$ cat src/shared/adcrc_pkg.sv
// Package: register map, field layout, codes and types of the ADC result/compute control
package adcrc_pkg;
   localparam int unsigned RES_W  = 12;
   localparam int unsigned SUM_W  = 20;
   localparam int unsigned FILT_W = 16;
   localparam int unsigned CNT_W  = 8;
   localparam int unsigned AXI_AW = 12;
   localparam int unsigned INT_W  = 3;

   // Register indices; the byte address is four times the index
   localparam logic [9:0] IDX_CTRL0    = 10'h110;
   localparam logic [9:0] IDX_RESULT   = 10'h111;
   localparam logic [9:0] IDX_SUM      = 10'h112;
   localparam logic [9:0] IDX_CTRL2    = 10'h113;
   localparam logic [9:0] IDX_PREV     = 10'h114;
   localparam logic [9:0] IDX_FILTER   = 10'h115;
   localparam logic [9:0] IDX_REPEAT   = 10'h116;
   localparam logic [9:0] IDX_STATUS   = 10'h117;
   localparam logic [9:0] IDX_INT_STAT = 10'h118;
   localparam logic [9:0] IDX_INT_EN   = 10'h119;
   localparam logic [9:0] IDX_INT_CLR  = 10'h11A;

   // Control register zero bit positions
   localparam int unsigned CTRL0_ENABLE_BIT  = 0;
   localparam int unsigned CTRL0_GO_BIT      = 1;
   localparam int unsigned CTRL0_JUSTIFY_BIT = 2;
   localparam int unsigned CTRL0_CONT_BIT    = 3;

   // Interrupt status bit positions
   localparam int unsigned INT_DONE_BIT = 0;
   localparam int unsigned INT_CALC_BIT = 1;
   localparam int unsigned INT_OVF_BIT  = 2;

   // Reset values
   localparam logic [7:0]       CTRL0_RESET  = 8'h00;
   localparam logic [7:0]       CTRL2_RESET  = 8'h00;
   localparam logic [CNT_W-1:0] REPEAT_RESET = 8'h01;

   // Operating mode codes
   localparam logic [2:0] MODE_BASIC = 3'h0;
   localparam logic [2:0] MODE_ACCUM = 3'h1;
   localparam logic [2:0] MODE_AVG   = 3'h2;
   localparam logic [2:0] MODE_BURST = 3'h3;
   localparam logic [2:0] MODE_LPF   = 3'h4;

   localparam logic [1:0] RESP_OKAY   = 2'h0;
   localparam logic [1:0] RESP_SLVERR = 2'h2;

   // Layout of adc_control_two, bit 7 down to bit 0
   typedef struct packed {
      logic       previous_source_select;
      logic [2:0] sum_shift_select;
      logic       sum_clear_command;
      logic [2:0] operating_mode_select;
   } adcrc_ctrl2_t;

   typedef enum {ST_IDLE, ST_BUSY} adcrc_state_t;
endpackage : adcrc_pkg

$ cat src/verilog/adcrc_top.sv
// Design: ADC result formatting, conversion start and computation control with AXI4-Lite
//
// Overview of operation
// - Result reads left or right justified by the result justify select bit.
// - Software result writes store right justified; left format reads them shifted four.
// - Conversions start only while the enable bit is one.
// - Conversion starts on go bit, external trigger, or continuous retrigger.
// - At conversion start, previous sample takes filter value or result per select bit.
// - Filter mode uses time constant two to the shift value, unity gain.
// - Accumulating modes right-shift the sum by the shift value for the computed result.
// - Basic mode ignores the shift field entirely.
// - Writing clear command clears sum, overflow flag and sample counter; bit reads zero after.
// - Mode codes: 001 accumulate, 010 average, 011 burst, 100 filter; 101-111 reserved.
// - Hardware clears the clear command bit when clearing finishes.
//
// Chosen here: register access over AXI4-Lite.
`timescale 1ns/1ns
`default_nettype none

module adcrc_top
   import adcrc_pkg::*;
(
   input  wire logic              i_clk_sys,
   input  wire logic              i_rst,
   input  wire logic [AXI_AW-1:0] i_awaddr,
   input  wire logic              i_awvalid,
   output var  logic              o_awready,
   input  wire logic [31:0]       i_wdata,
   input  wire logic [3:0]        i_wstrb,
   input  wire logic              i_wvalid,
   output var  logic              o_wready,
   output var  logic [1:0]        o_bresp,
   output var  logic              o_bvalid,
   input  wire logic              i_bready,
   input  wire logic [AXI_AW-1:0] i_araddr,
   input  wire logic              i_arvalid,
   output var  logic              o_arready,
   output var  logic [31:0]       o_rdata,
   output var  logic [1:0]        o_rresp,
   output var  logic              o_rvalid,
   input  wire logic              i_rready,
   input  wire logic              i_ext_trigger,
   input  wire logic              i_conv_done,
   input  wire logic [RES_W-1:0]  i_conv_data,
   output var  logic              o_conv_start,
   output var  logic              o_irq
);

   localparam logic [AXI_AW-1:0] A_CTRL0    = {IDX_CTRL0, 2'h0};
   localparam logic [AXI_AW-1:0] A_RESULT   = {IDX_RESULT, 2'h0};
   localparam logic [AXI_AW-1:0] A_SUM      = {IDX_SUM, 2'h0};
   localparam logic [AXI_AW-1:0] A_CTRL2    = {IDX_CTRL2, 2'h0};
   localparam logic [AXI_AW-1:0] A_PREV     = {IDX_PREV, 2'h0};
   localparam logic [AXI_AW-1:0] A_FILTER   = {IDX_FILTER, 2'h0};
   localparam logic [AXI_AW-1:0] A_REPEAT   = {IDX_REPEAT, 2'h0};
   localparam logic [AXI_AW-1:0] A_STATUS   = {IDX_STATUS, 2'h0};
   localparam logic [AXI_AW-1:0] A_INT_STAT = {IDX_INT_STAT, 2'h0};
   localparam logic [AXI_AW-1:0] A_INT_EN   = {IDX_INT_EN, 2'h0};
   localparam logic [AXI_AW-1:0] A_INT_CLR  = {IDX_INT_CLR, 2'h0};

   adcrc_state_t      state_reg;
   adcrc_ctrl2_t      ctrl2_reg;
   adcrc_ctrl2_t      ctrl2_wr;
   logic [7:0]        ctrl0_reg;
   logic [RES_W-1:0]  result_reg;
   logic [FILT_W-1:0] filter_reg;
   logic [FILT_W-1:0] prev_reg;
   logic [SUM_W-1:0]  sum_reg;
   logic              ovf_reg;
   logic [CNT_W-1:0]  count_reg;
   logic [CNT_W-1:0]  repeat_reg;
   logic [INT_W-1:0]  stat_reg;
   logic [INT_W-1:0]  ien_reg;
   logic              burst_more_reg;
   logic [AXI_AW-1:0] awaddr_reg;
   logic              aw_held_reg;
   logic              w_held_reg;
   logic [31:0]       wdata_reg;
   logic [3:0]        wstrb_reg;
   logic [31:0]       wmerge;
   logic              wr_fire;
   logic              wr_ctrl0;
   logic              wr_result;
   logic              wr_ctrl2;
   logic              wr_repeat;
   logic              wr_ien;
   logic              wr_clr;
   logic              wr_hit;
   logic [31:0]       rd_data;
   logic              rd_hit;
   logic              start_fire;
   logic              done_fire;
   logic [2:0]        eff_mode;
   logic [SUM_W:0]    sum_add;
   logic [SUM_W-1:0]  lpf_sum;
   logic [CNT_W-1:0]  count_inc;
   logic [SUM_W-1:0]  sum_next;
   logic [CNT_W-1:0]  count_next;
   logic [FILT_W-1:0] filter_next;
   logic              ovf_set;
   logic              calc_ev;
   logic              burst_ev;
   logic              enable;
   logic              right_just;

   assign enable     = ctrl0_reg[CTRL0_ENABLE_BIT];
   assign right_just = ctrl0_reg[CTRL0_JUSTIFY_BIT];

   // Byte lanes merged over zero; narrow registers keep only their low bits
   assign wmerge = wdata_reg & {{8{wstrb_reg[3]}}, {8{wstrb_reg[2]}},
                                {8{wstrb_reg[1]}}, {8{wstrb_reg[0]}}};
   assign ctrl2_wr = adcrc_ctrl2_t'(wstrb_reg[0] ? wdata_reg[7:0] : ctrl2_reg);
   assign wr_fire  = aw_held_reg & w_held_reg & ~o_bvalid;

   // AXI4-Lite write channels; address and data accepted in either order
   always_ff @(posedge i_clk_sys) begin
      if (i_rst) begin
         o_awready   <= 1'b1;
         o_wready    <= 1'b1;
         aw_held_reg <= 1'b0;
         w_held_reg  <= 1'b0;
         awaddr_reg  <= '0;
         wdata_reg   <= 32'h00000000;
         wstrb_reg   <= 4'h0;
         o_bvalid    <= 1'b0;
         o_bresp     <= RESP_OKAY;
      end else begin
         if (i_awvalid && o_awready) begin
            awaddr_reg  <= i_awaddr;
            aw_held_reg <= 1'b1;
            o_awready   <= 1'b0;
         end
         if (i_wvalid && o_wready) begin
            wdata_reg  <= i_wdata;
            wstrb_reg  <= i_wstrb;
            w_held_reg <= 1'b1;
            o_wready   <= 1'b0;
         end
         if (wr_fire) begin
            aw_held_reg <= 1'b0;
            w_held_reg  <= 1'b0;
            o_bvalid    <= 1'b1;
            o_bresp     <= wr_hit ? RESP_OKAY : RESP_SLVERR;
         end else if (o_bvalid && i_bready) begin
            o_bvalid  <= 1'b0;
            o_awready <= 1'b1;
            o_wready  <= 1'b1;
         end
      end
   end

   always_comb begin
      wr_ctrl0  = 1'b0;
      wr_result = 1'b0;
      wr_ctrl2  = 1'b0;
      wr_repeat = 1'b0;
      wr_ien    = 1'b0;
      wr_clr    = 1'b0;
      wr_hit    = 1'b1;
      if (awaddr_reg == A_CTRL0) begin
         wr_ctrl0 = wr_fire;
      end else if (awaddr_reg == A_RESULT) begin
         wr_result = wr_fire;
      end else if (awaddr_reg == A_CTRL2) begin
         wr_ctrl2 = wr_fire;
      end else if (awaddr_reg == A_REPEAT) begin
         wr_repeat = wr_fire;
      end else if (awaddr_reg == A_INT_EN) begin
         wr_ien = wr_fire;
      end else if (awaddr_reg == A_INT_CLR) begin
         wr_clr = wr_fire;
      end else if (awaddr_reg == A_SUM || awaddr_reg == A_PREV || awaddr_reg == A_FILTER
                   || awaddr_reg == A_STATUS || awaddr_reg == A_INT_STAT) begin
         wr_hit = 1'b1;
      end else begin
         wr_hit = 1'b0;
      end
   end

   // Read decode; left format puts the 12 bits at the top of the low halfword
   always_comb begin
      rd_data = 32'h00000000;
      rd_hit  = 1'b1;
      if (i_araddr == A_CTRL0) begin
         rd_data = {24'h000000, ctrl0_reg};
      end else if (i_araddr == A_RESULT) begin
         rd_data = right_just ? {20'h00000, result_reg}
                              : {16'h0000, result_reg, 4'h0};
      end else if (i_araddr == A_SUM) begin
         rd_data = {ovf_reg, 11'h000, sum_reg};
      end else if (i_araddr == A_CTRL2) begin
         rd_data = {24'h000000, ctrl2_reg};
      end else if (i_araddr == A_PREV) begin
         rd_data = {16'h0000, prev_reg};
      end else if (i_araddr == A_FILTER) begin
         rd_data = {16'h0000, filter_reg};
      end else if (i_araddr == A_REPEAT) begin
         rd_data = {24'h000000, repeat_reg};
      end else if (i_araddr == A_STATUS) begin
         rd_data = {16'h0000, count_reg, 7'h00, state_reg == ST_BUSY};
      end else if (i_araddr == A_INT_STAT) begin
         rd_data = {29'h00000000, stat_reg};
      end else if (i_araddr == A_INT_EN) begin
         rd_data = {29'h00000000, ien_reg};
      end else if (i_araddr == A_INT_CLR) begin
         rd_data = 32'h00000000;
      end else begin
         rd_hit = 1'b0;
      end
   end

   always_ff @(posedge i_clk_sys) begin
      if (i_rst) begin
         o_arready <= 1'b1;
         o_rvalid  <= 1'b0;
         o_rdata   <= 32'h00000000;
         o_rresp   <= RESP_OKAY;
      end else if (i_arvalid && o_arready) begin
         o_arready <= 1'b0;
         o_rvalid  <= 1'b1;
         o_rdata   <= rd_data;
         o_rresp   <= rd_hit ? RESP_OKAY : RESP_SLVERR;
      end else if (o_rvalid && i_rready) begin
         o_rvalid  <= 1'b0;
         o_arready <= 1'b1;
      end
   end

   // Conversion sequencing
   assign start_fire = (state_reg == ST_IDLE) && enable
                       && (ctrl0_reg[CTRL0_GO_BIT] || i_ext_trigger
                           || ctrl0_reg[CTRL0_CONT_BIT] || burst_more_reg);
   assign done_fire  = (state_reg == ST_BUSY) && enable && i_conv_done;

   always_ff @(posedge i_clk_sys) begin
      if (i_rst) begin
         state_reg    <= ST_IDLE;
         o_conv_start <= 1'b0;
      end else begin
         o_conv_start <= start_fire;
         case (state_reg)
            ST_IDLE: begin
               if (start_fire) begin
                  state_reg <= ST_BUSY;
               end
            end
            ST_BUSY: begin
               // Dropping enable aborts; a late done from the core is ignored
               if (!enable || i_conv_done) begin
                  state_reg <= ST_IDLE;
               end
            end
            default: state_reg <= ST_IDLE;
         endcase
      end
   end

   // Go clears on completion; a software set in the same cycle wins
   always_ff @(posedge i_clk_sys) begin
      if (i_rst) begin
         ctrl0_reg <= CTRL0_RESET;
      end else begin
         if (done_fire || !enable) begin
            ctrl0_reg[CTRL0_GO_BIT] <= 1'b0;
         end
         if (wr_ctrl0 && wstrb_reg[0]) begin
            ctrl0_reg <= {4'h0, wdata_reg[3:0]};
         end
      end
   end

   always_ff @(posedge i_clk_sys) begin
      if (i_rst) begin
         result_reg <= '0;
      end else if (done_fire) begin
         result_reg <= i_conv_data;
      end else if (wr_result) begin
         result_reg <= wmerge[RES_W-1:0];
      end
   end

   always_ff @(posedge i_clk_sys) begin
      if (i_rst) begin
         prev_reg <= '0;
      end else if (start_fire) begin
         prev_reg <= ctrl2_reg.previous_source_select ? filter_reg
                                                      : {4'h0, result_reg};
      end
   end

   // Clear command lasts exactly one cycle; a fresh write of one wins
   always_ff @(posedge i_clk_sys) begin
      if (i_rst) begin
         ctrl2_reg <= adcrc_ctrl2_t'(CTRL2_RESET);
         repeat_reg <= REPEAT_RESET;
      end else begin
         if (ctrl2_reg.sum_clear_command) begin
            ctrl2_reg.sum_clear_command <= 1'b0;
         end
         if (wr_ctrl2) begin
            ctrl2_reg <= ctrl2_wr;
         end
         if (wr_repeat && wstrb_reg[0]) begin
            repeat_reg <= wdata_reg[CNT_W-1:0];
         end
      end
   end

   // Reserved codes fall back to basic so nothing accumulates undefined
   assign eff_mode  = (ctrl2_reg.operating_mode_select > MODE_LPF) ? MODE_BASIC
                      : ctrl2_reg.operating_mode_select;
   assign sum_add   = {1'b0, sum_reg} + (SUM_W + 1)'(i_conv_data);
   assign lpf_sum   = sum_reg - (sum_reg >> ctrl2_reg.sum_shift_select)
                      + SUM_W'(i_conv_data);
   assign count_inc = count_reg + CNT_W'(1);

   always_comb begin
      sum_next    = sum_reg;
      count_next  = count_reg;
      filter_next = filter_reg;
      ovf_set     = 1'b0;
      calc_ev     = 1'b0;
      burst_ev    = 1'b0;
      if (ctrl2_reg.sum_clear_command) begin
         sum_next   = '0;
         count_next = '0;
      end else if (done_fire) begin
         case (eff_mode)
            MODE_ACCUM: begin
               sum_next    = sum_add[SUM_W-1:0];
               ovf_set     = sum_add[SUM_W];
               count_next  = count_inc;
               filter_next = FILT_W'(sum_add >> ctrl2_reg.sum_shift_select);
               calc_ev     = 1'b1;
            end
            MODE_AVG, MODE_BURST: begin
               if (count_inc >= repeat_reg) begin
                  filter_next = FILT_W'(sum_add >> ctrl2_reg.sum_shift_select);
                  sum_next    = '0;
                  count_next  = '0;
                  ovf_set     = sum_add[SUM_W];
                  calc_ev     = 1'b1;
               end else begin
                  sum_next   = sum_add[SUM_W-1:0];
                  ovf_set    = sum_add[SUM_W];
                  count_next = count_inc;
                  burst_ev   = (eff_mode == MODE_BURST);
               end
            end
            MODE_LPF: begin
               // Sum settles at sample times two to the shift, so gain stays one
               sum_next    = lpf_sum;
               filter_next = FILT_W'(lpf_sum >> ctrl2_reg.sum_shift_select);
               count_next  = count_inc;
               calc_ev     = 1'b1;
            end
            default: ;
         endcase
      end
   end

   always_ff @(posedge i_clk_sys) begin
      if (i_rst) begin
         sum_reg        <= '0;
         count_reg      <= '0;
         filter_reg     <= '0;
         ovf_reg        <= 1'b0;
         burst_more_reg <= 1'b0;
      end else begin
         sum_reg    <= sum_next;
         count_reg  <= count_next;
         filter_reg <= filter_next;
         if (ctrl2_reg.sum_clear_command) begin
            ovf_reg <= 1'b0;
         end else if (ovf_set) begin
            ovf_reg <= 1'b1;
         end
         if (start_fire || !enable) begin
            burst_more_reg <= 1'b0;
         end else if (burst_ev) begin
            burst_more_reg <= 1'b1;
         end
      end
   end

   // Interrupts: sticky status, set wins over a same-cycle clear
   always_ff @(posedge i_clk_sys) begin
      if (i_rst) begin
         stat_reg <= '0;
         ien_reg  <= '0;
         o_irq    <= 1'b0;
      end else begin
         stat_reg <= (stat_reg & ~(wr_clr ? wmerge[INT_W-1:0] : {INT_W{1'b0}}))
                     | {ovf_set & ~ovf_reg, calc_ev, done_fire};
         if (wr_ien) begin
            ien_reg <= wmerge[INT_W-1:0];
         end
         o_irq <= |(stat_reg & ien_reg);
      end
   end

   a_start_needs_enable: assert property (@(posedge i_clk_sys) disable iff (i_rst)
      o_conv_start |-> $past(enable))
      else $error("conversion started while disabled");
   a_go_starts_conv: assert property (@(posedge i_clk_sys) disable iff (i_rst)
      (state_reg == ST_IDLE && enable && ctrl0_reg[CTRL0_GO_BIT]) |=> o_conv_start)
      else $error("go did not start a conversion");
   a_prev_sample_copy: assert property (@(posedge i_clk_sys) disable iff (i_rst)
      start_fire |=> prev_reg == ($past(ctrl2_reg.previous_source_select)
                    ? $past(filter_reg) : {4'h0, $past(result_reg)}))
      else $error("previous sample copied from wrong source");
   a_clear_sum_state: assert property (@(posedge i_clk_sys) disable iff (i_rst)
      ctrl2_reg.sum_clear_command |=> (sum_reg == '0 && count_reg == '0 && !ovf_reg))
      else $error("clear command left sum state");
   a_clear_bit_self: assert property (@(posedge i_clk_sys) disable iff (i_rst)
      (ctrl2_reg.sum_clear_command && !wr_ctrl2) |=> !ctrl2_reg.sum_clear_command)
      else $error("clear command bit not released");
   a_write_right_just: assert property (@(posedge i_clk_sys) disable iff (i_rst)
      (wr_result && !done_fire && wstrb_reg[0] && wstrb_reg[1])
      |=> result_reg == $past(wdata_reg[RES_W-1:0]))
      else $error("result write not stored right justified");
   a_left_read_shift: assert property (@(posedge i_clk_sys) disable iff (i_rst)
      (i_arvalid && o_arready && i_araddr == A_RESULT && !right_just)
      |=> o_rdata == {16'h0000, $past(result_reg), 4'h0})
      else $error("left justified read wrong");
   a_basic_keeps_sum: assert property (@(posedge i_clk_sys) disable iff (i_rst)
      (done_fire && eff_mode == MODE_BASIC && !ctrl2_reg.sum_clear_command)
      |=> $stable(sum_reg) && $stable(filter_reg))
      else $error("basic mode touched the sum");
   a_accum_adds: assert property (@(posedge i_clk_sys) disable iff (i_rst)
      (done_fire && eff_mode == MODE_ACCUM && !ctrl2_reg.sum_clear_command)
      |=> sum_reg == $past(sum_reg) + SUM_W'($past(i_conv_data)))
      else $error("accumulate did not add the sample");
   a_lpf_output: assert property (@(posedge i_clk_sys) disable iff (i_rst)
      (done_fire && eff_mode == MODE_LPF && !ctrl2_reg.sum_clear_command)
      |=> filter_reg == FILT_W'(sum_reg >> ctrl2_reg.sum_shift_select))
      else $error("filter output not sum over time constant");

endmodule : adcrc_top

`default_nettype wire

$ cat config.mk
export PLATFORM = sky130hd
export DESIGN_NAME = adcrc_top
export DESIGN_NICKNAME = d
export VERILOG_FILES = /design/src/shared/adcrc_pkg.sv /design/src/verilog/adcrc_top.sv
export SDC_FILE = /design/constraint.sdc
export NUM_CORES = 1
export LEC_CHECK = 0
export BUFFER_PORTS_ARGS = -buffer_cell sky130_fd_sc_hd__buf_2
export CAP_MARGIN = 20
export CORE_MARGIN = 1
export CORE_UTILIZATION = 50
export DETAILED_ROUTE_END_ITERATION = 12
export PLACE_DENSITY = 0.77
export SYNTH_ARGS = -nofsm -noshare
export SYNTH_HDL_FRONTEND = slang
export SYNTH_SLANG_ARGS = --single-unit
$ cat constraint.sdc
create_clock -name i_clk_sys -period 7.06 [get_ports i_clk_sys]
set_clock_uncertainty 0.2 [all_clocks]
set_input_delay 0.706 -clock i_clk_sys [delete_from_list [all_inputs] [get_ports i_clk_sys]]
set_output_delay 0.706 -clock i_clk_sys [all_outputs]
set_load 0.02 [all_outputs]
==> results.toml <==
[run_status]
status = "finished clean"

[detailed_routing]
vias = 11300
drt_pass1_iterations = 6
initialDrtViolationCount = 1215
viasPerCell = 6.31
drc_errors = 0
routed_wl_mm = 34.0
postRouteAntennaNets = 0
avgRoutedWirePerCell_microns = 19.0

[final_layout]
seqCellArea_sq_mm = 0.00318
finalNetCount = 1642
largest_reg_flops = 21
final_cell_mix = "nand2_1, dfxtp_1, a21oi_1"
antennaDiodeCount = 0
multi_input_area_sq_mm = 0.00751
final_common_cell = "nand2_1"
fill_cells = 2062
drive_gt1_frac = 0.119
area_delta_synth_final_pct = 9.77

[setup_path]
worstSetupPathType = "flip-flop to flip-flop"
arrival_ps = 5560
cp.required_ps = 7220
path_buf_inv = 2
cp_slowest_stage_delay_ps = 970
critical_path.top_delay_family = "compound AO/OA/AOI/OAI gates"
crit_slowest_cell = "dfxtp_1"
cp-end-kind = "flip-flop"
start_kind = "flip-flop"
crit_chain = "buf_4, mux2i_1, a21oi_1, nand2_1, o21ai_0, fa_1, inv_1, ha_1, and2_1, o2111a_1, a31o_2, o21a_1, xnor2_1, a2111oi_0, and3_1, a211oi_1, o211ai_1"
crit_fanout = 28

[yosys]
synth_area_sq_mm = 0.0114
synth_seq_area_share = 0.280
syn-instance-count = 1473
yosysTopAreaCell = "dfxtp_1"
synth_edf_count = 0
synth_top_area_share = 0.280
postSynthAreaPerCell_sq_um = 7.73
synthArstFlopShare = 0
ys_warn_count = 0
synthTopCellsByArea = "dfxtp_1, a21oi_1, mux2i_1, nand2_1, ha_1"
synthFlopType = "dfxtp_1"
ys_types = 83
synth_seq_cells = 159

[clock_tree]
insertion_delay_ps = 440
path_clk_slew_ps = 70
clock_path_buffers = 2
tritoncts = "yes"
cts_buffers = 17
cts_root_buffer = "clkbuf_16"
cts-htree-levels = 4
clock-sinks = 159
cts_setup_buffers = 0
ctsHoldBuffers = 0
postCtsResizedCells = 0

[power]
cellInternalPower_mw = 1.51
powerDensity_mw_per_mm2 = 169
swShare = 0.287
p_seq_frac = 0.439
p_sw_mw = 0.606
p_comb_frac = 0.110
ir_drop_mv = 0.163
clock_power_share = 0.452
leakagePower_nw = 4.82

[place]
place_ws_ps = 1780
dp_hpwl_mm = 25.2
port_buffers = 88
place.gp.congestion = 0.925

[die]
initial_utilization = 0.515
dieHeight_microns = 153
pin_count = 124
fp.dieArea_sq_mm = 0.0234
rows = 54
coreArea_sq_mm = 0.0221
die_w_microns = 153

[worst_hold_path]
min_path_type = "flip-flop to flip-flop"

[sta]
slew_headroom = 0.230
tightest_slew_ps = 1150
hold_viol = 0
timing.final.ws_setup_ps = 1670
rsz0062_at_grt = "false"
fmax_mhz = 185
post-route-period-util = 0.764
maxSlewViolCount = 0
setup_viol = 0
fin_crit_ps = 5390
setup_tns_ps = 0

[grt]
grt_pass1_vias = 10400
antenna_found_initial = 0
grt_max_degree = 81
grt_usage = 0.292
grt-ovfl-total = 0
grt_pass1_wl_mm = 54.3

[flow_run]
max_cap_viol_count = 0
-- final timing paths --
kind	cells after the start	to	slack, ps	startpoint
max	17	filter_reg[12]	1670	ctrl2_reg[5]
min reg2reg	2	o_rdata[16]	250	o_rdata[16]
min	2	o_rdata[16]	250	o_rdata[16]
max reg2reg	17	filter_reg[12]	1670	ctrl2_reg[5]
-- power by group through the flow --
| stage | combinational (mW) | clock, mW | sequential [mW] |
|---|---|---|---|
| 2_1_floorplan | 0.160 | 0 | 0.952 |
| 3_3_place_gp | 0.224 | 0 | 0.947 |
| 3_5_place_dp | 0.229 | 0 | 0.948 |
| 4_1_cts | 0.230 | 0.960 | 0.927 |
| 5_1_grt | 0.256 | 1.01 | 0.930 |
| 6_report | 0.232 | 0.955 | 0.928 |
-- kinds of logic after synthesis --
family                     count (synthesis)  synth area share
muxes                                     88            0.0881
DFF                                      159             0.280
AOI/OAI and AO/OA                        450             0.261
and+or+nand+nor                          505             0.209
buffers and inverters                    181            0.0654
adders and majority gates                 61            0.0756
other                                      1          0.000329
xor gates and xnor gates                  28            0.0215
-- layer usage --
| layer | wire length, microns | vias up | share of wire | track usage |
|---|---|---|---|---|
| met1 | 14500 | 5301 | 0.42 | 0.384 |
| met2 | 15200 | 542 | 0.45 | 0.460 |
| met5 | 0 | - | 0 | 0 |
| li1 | - | 5365 | - | - |
| met3 | 2950 | 102 | 0.087 | 0.0615 |
| met4 | 1410 | 0 | 0.041 | 0.130 |
-- per-stage QoR --
step	std cells	hold WS, ps	power, mW	utilization	instance area, sq um
6_report	1793	248	2.11	0.566	12500
5_1_grt	1793	274	2.19	0.566	12500
3_3_place_gp	1760	238	1.17	0.537	11900
2_1_floorplan	1485	231	1.11	-	11400
4_1_cts	1793	251	2.12	0.566	12500
3_5_place_dp	1761	242	1.18	0.538	11900
-- cell usage after synthesis, drive strengths merged (21+ instances only) --
| library cell | number |
|---|---|
| o21ai | 84 |
| xnor2 | 21 |
| mux2i | 71 |
| dfxtp | 159 |
| inv | 73 |
| nand3 | 42 |
| nand2 | 180 |
| nor2 | 135 |
| ha | 48 |
| buf | 38 |
| a21oi | 152 |
| a211oi | 41 |
| clkbuf | 68 |
| nor3 | 28 |
-- area by class of cell --
type / count / area share
clock buffers: 17 / 0.0340
clock inverters: 15 / 0.0153
inverters: 75 / 0.0225
multi-input cells: 1145 / 0.601
flip-flops and latches: 159 / 0.255
well taps: 280 / 0.0280
repair buffers: 102 / 0.0441
-- worst register-to-register path, cell delays in order (launching register included) --
cell and delay (ps):
dfxtp_1 970, buf_4 310, mux2i_1 240, a21oi_1 120, nand2_1 130, o21ai_0 140
fa_1 530, inv_1 40, ha_1 360, and2_1 230, o2111a_1 160, a31o_2 290
o21a_1 200, xnor2_1 230, a2111oi_0 710, and3_1 240, a211oi_1 50, o211ai_1 180
(Power assumes the default switching activity.)
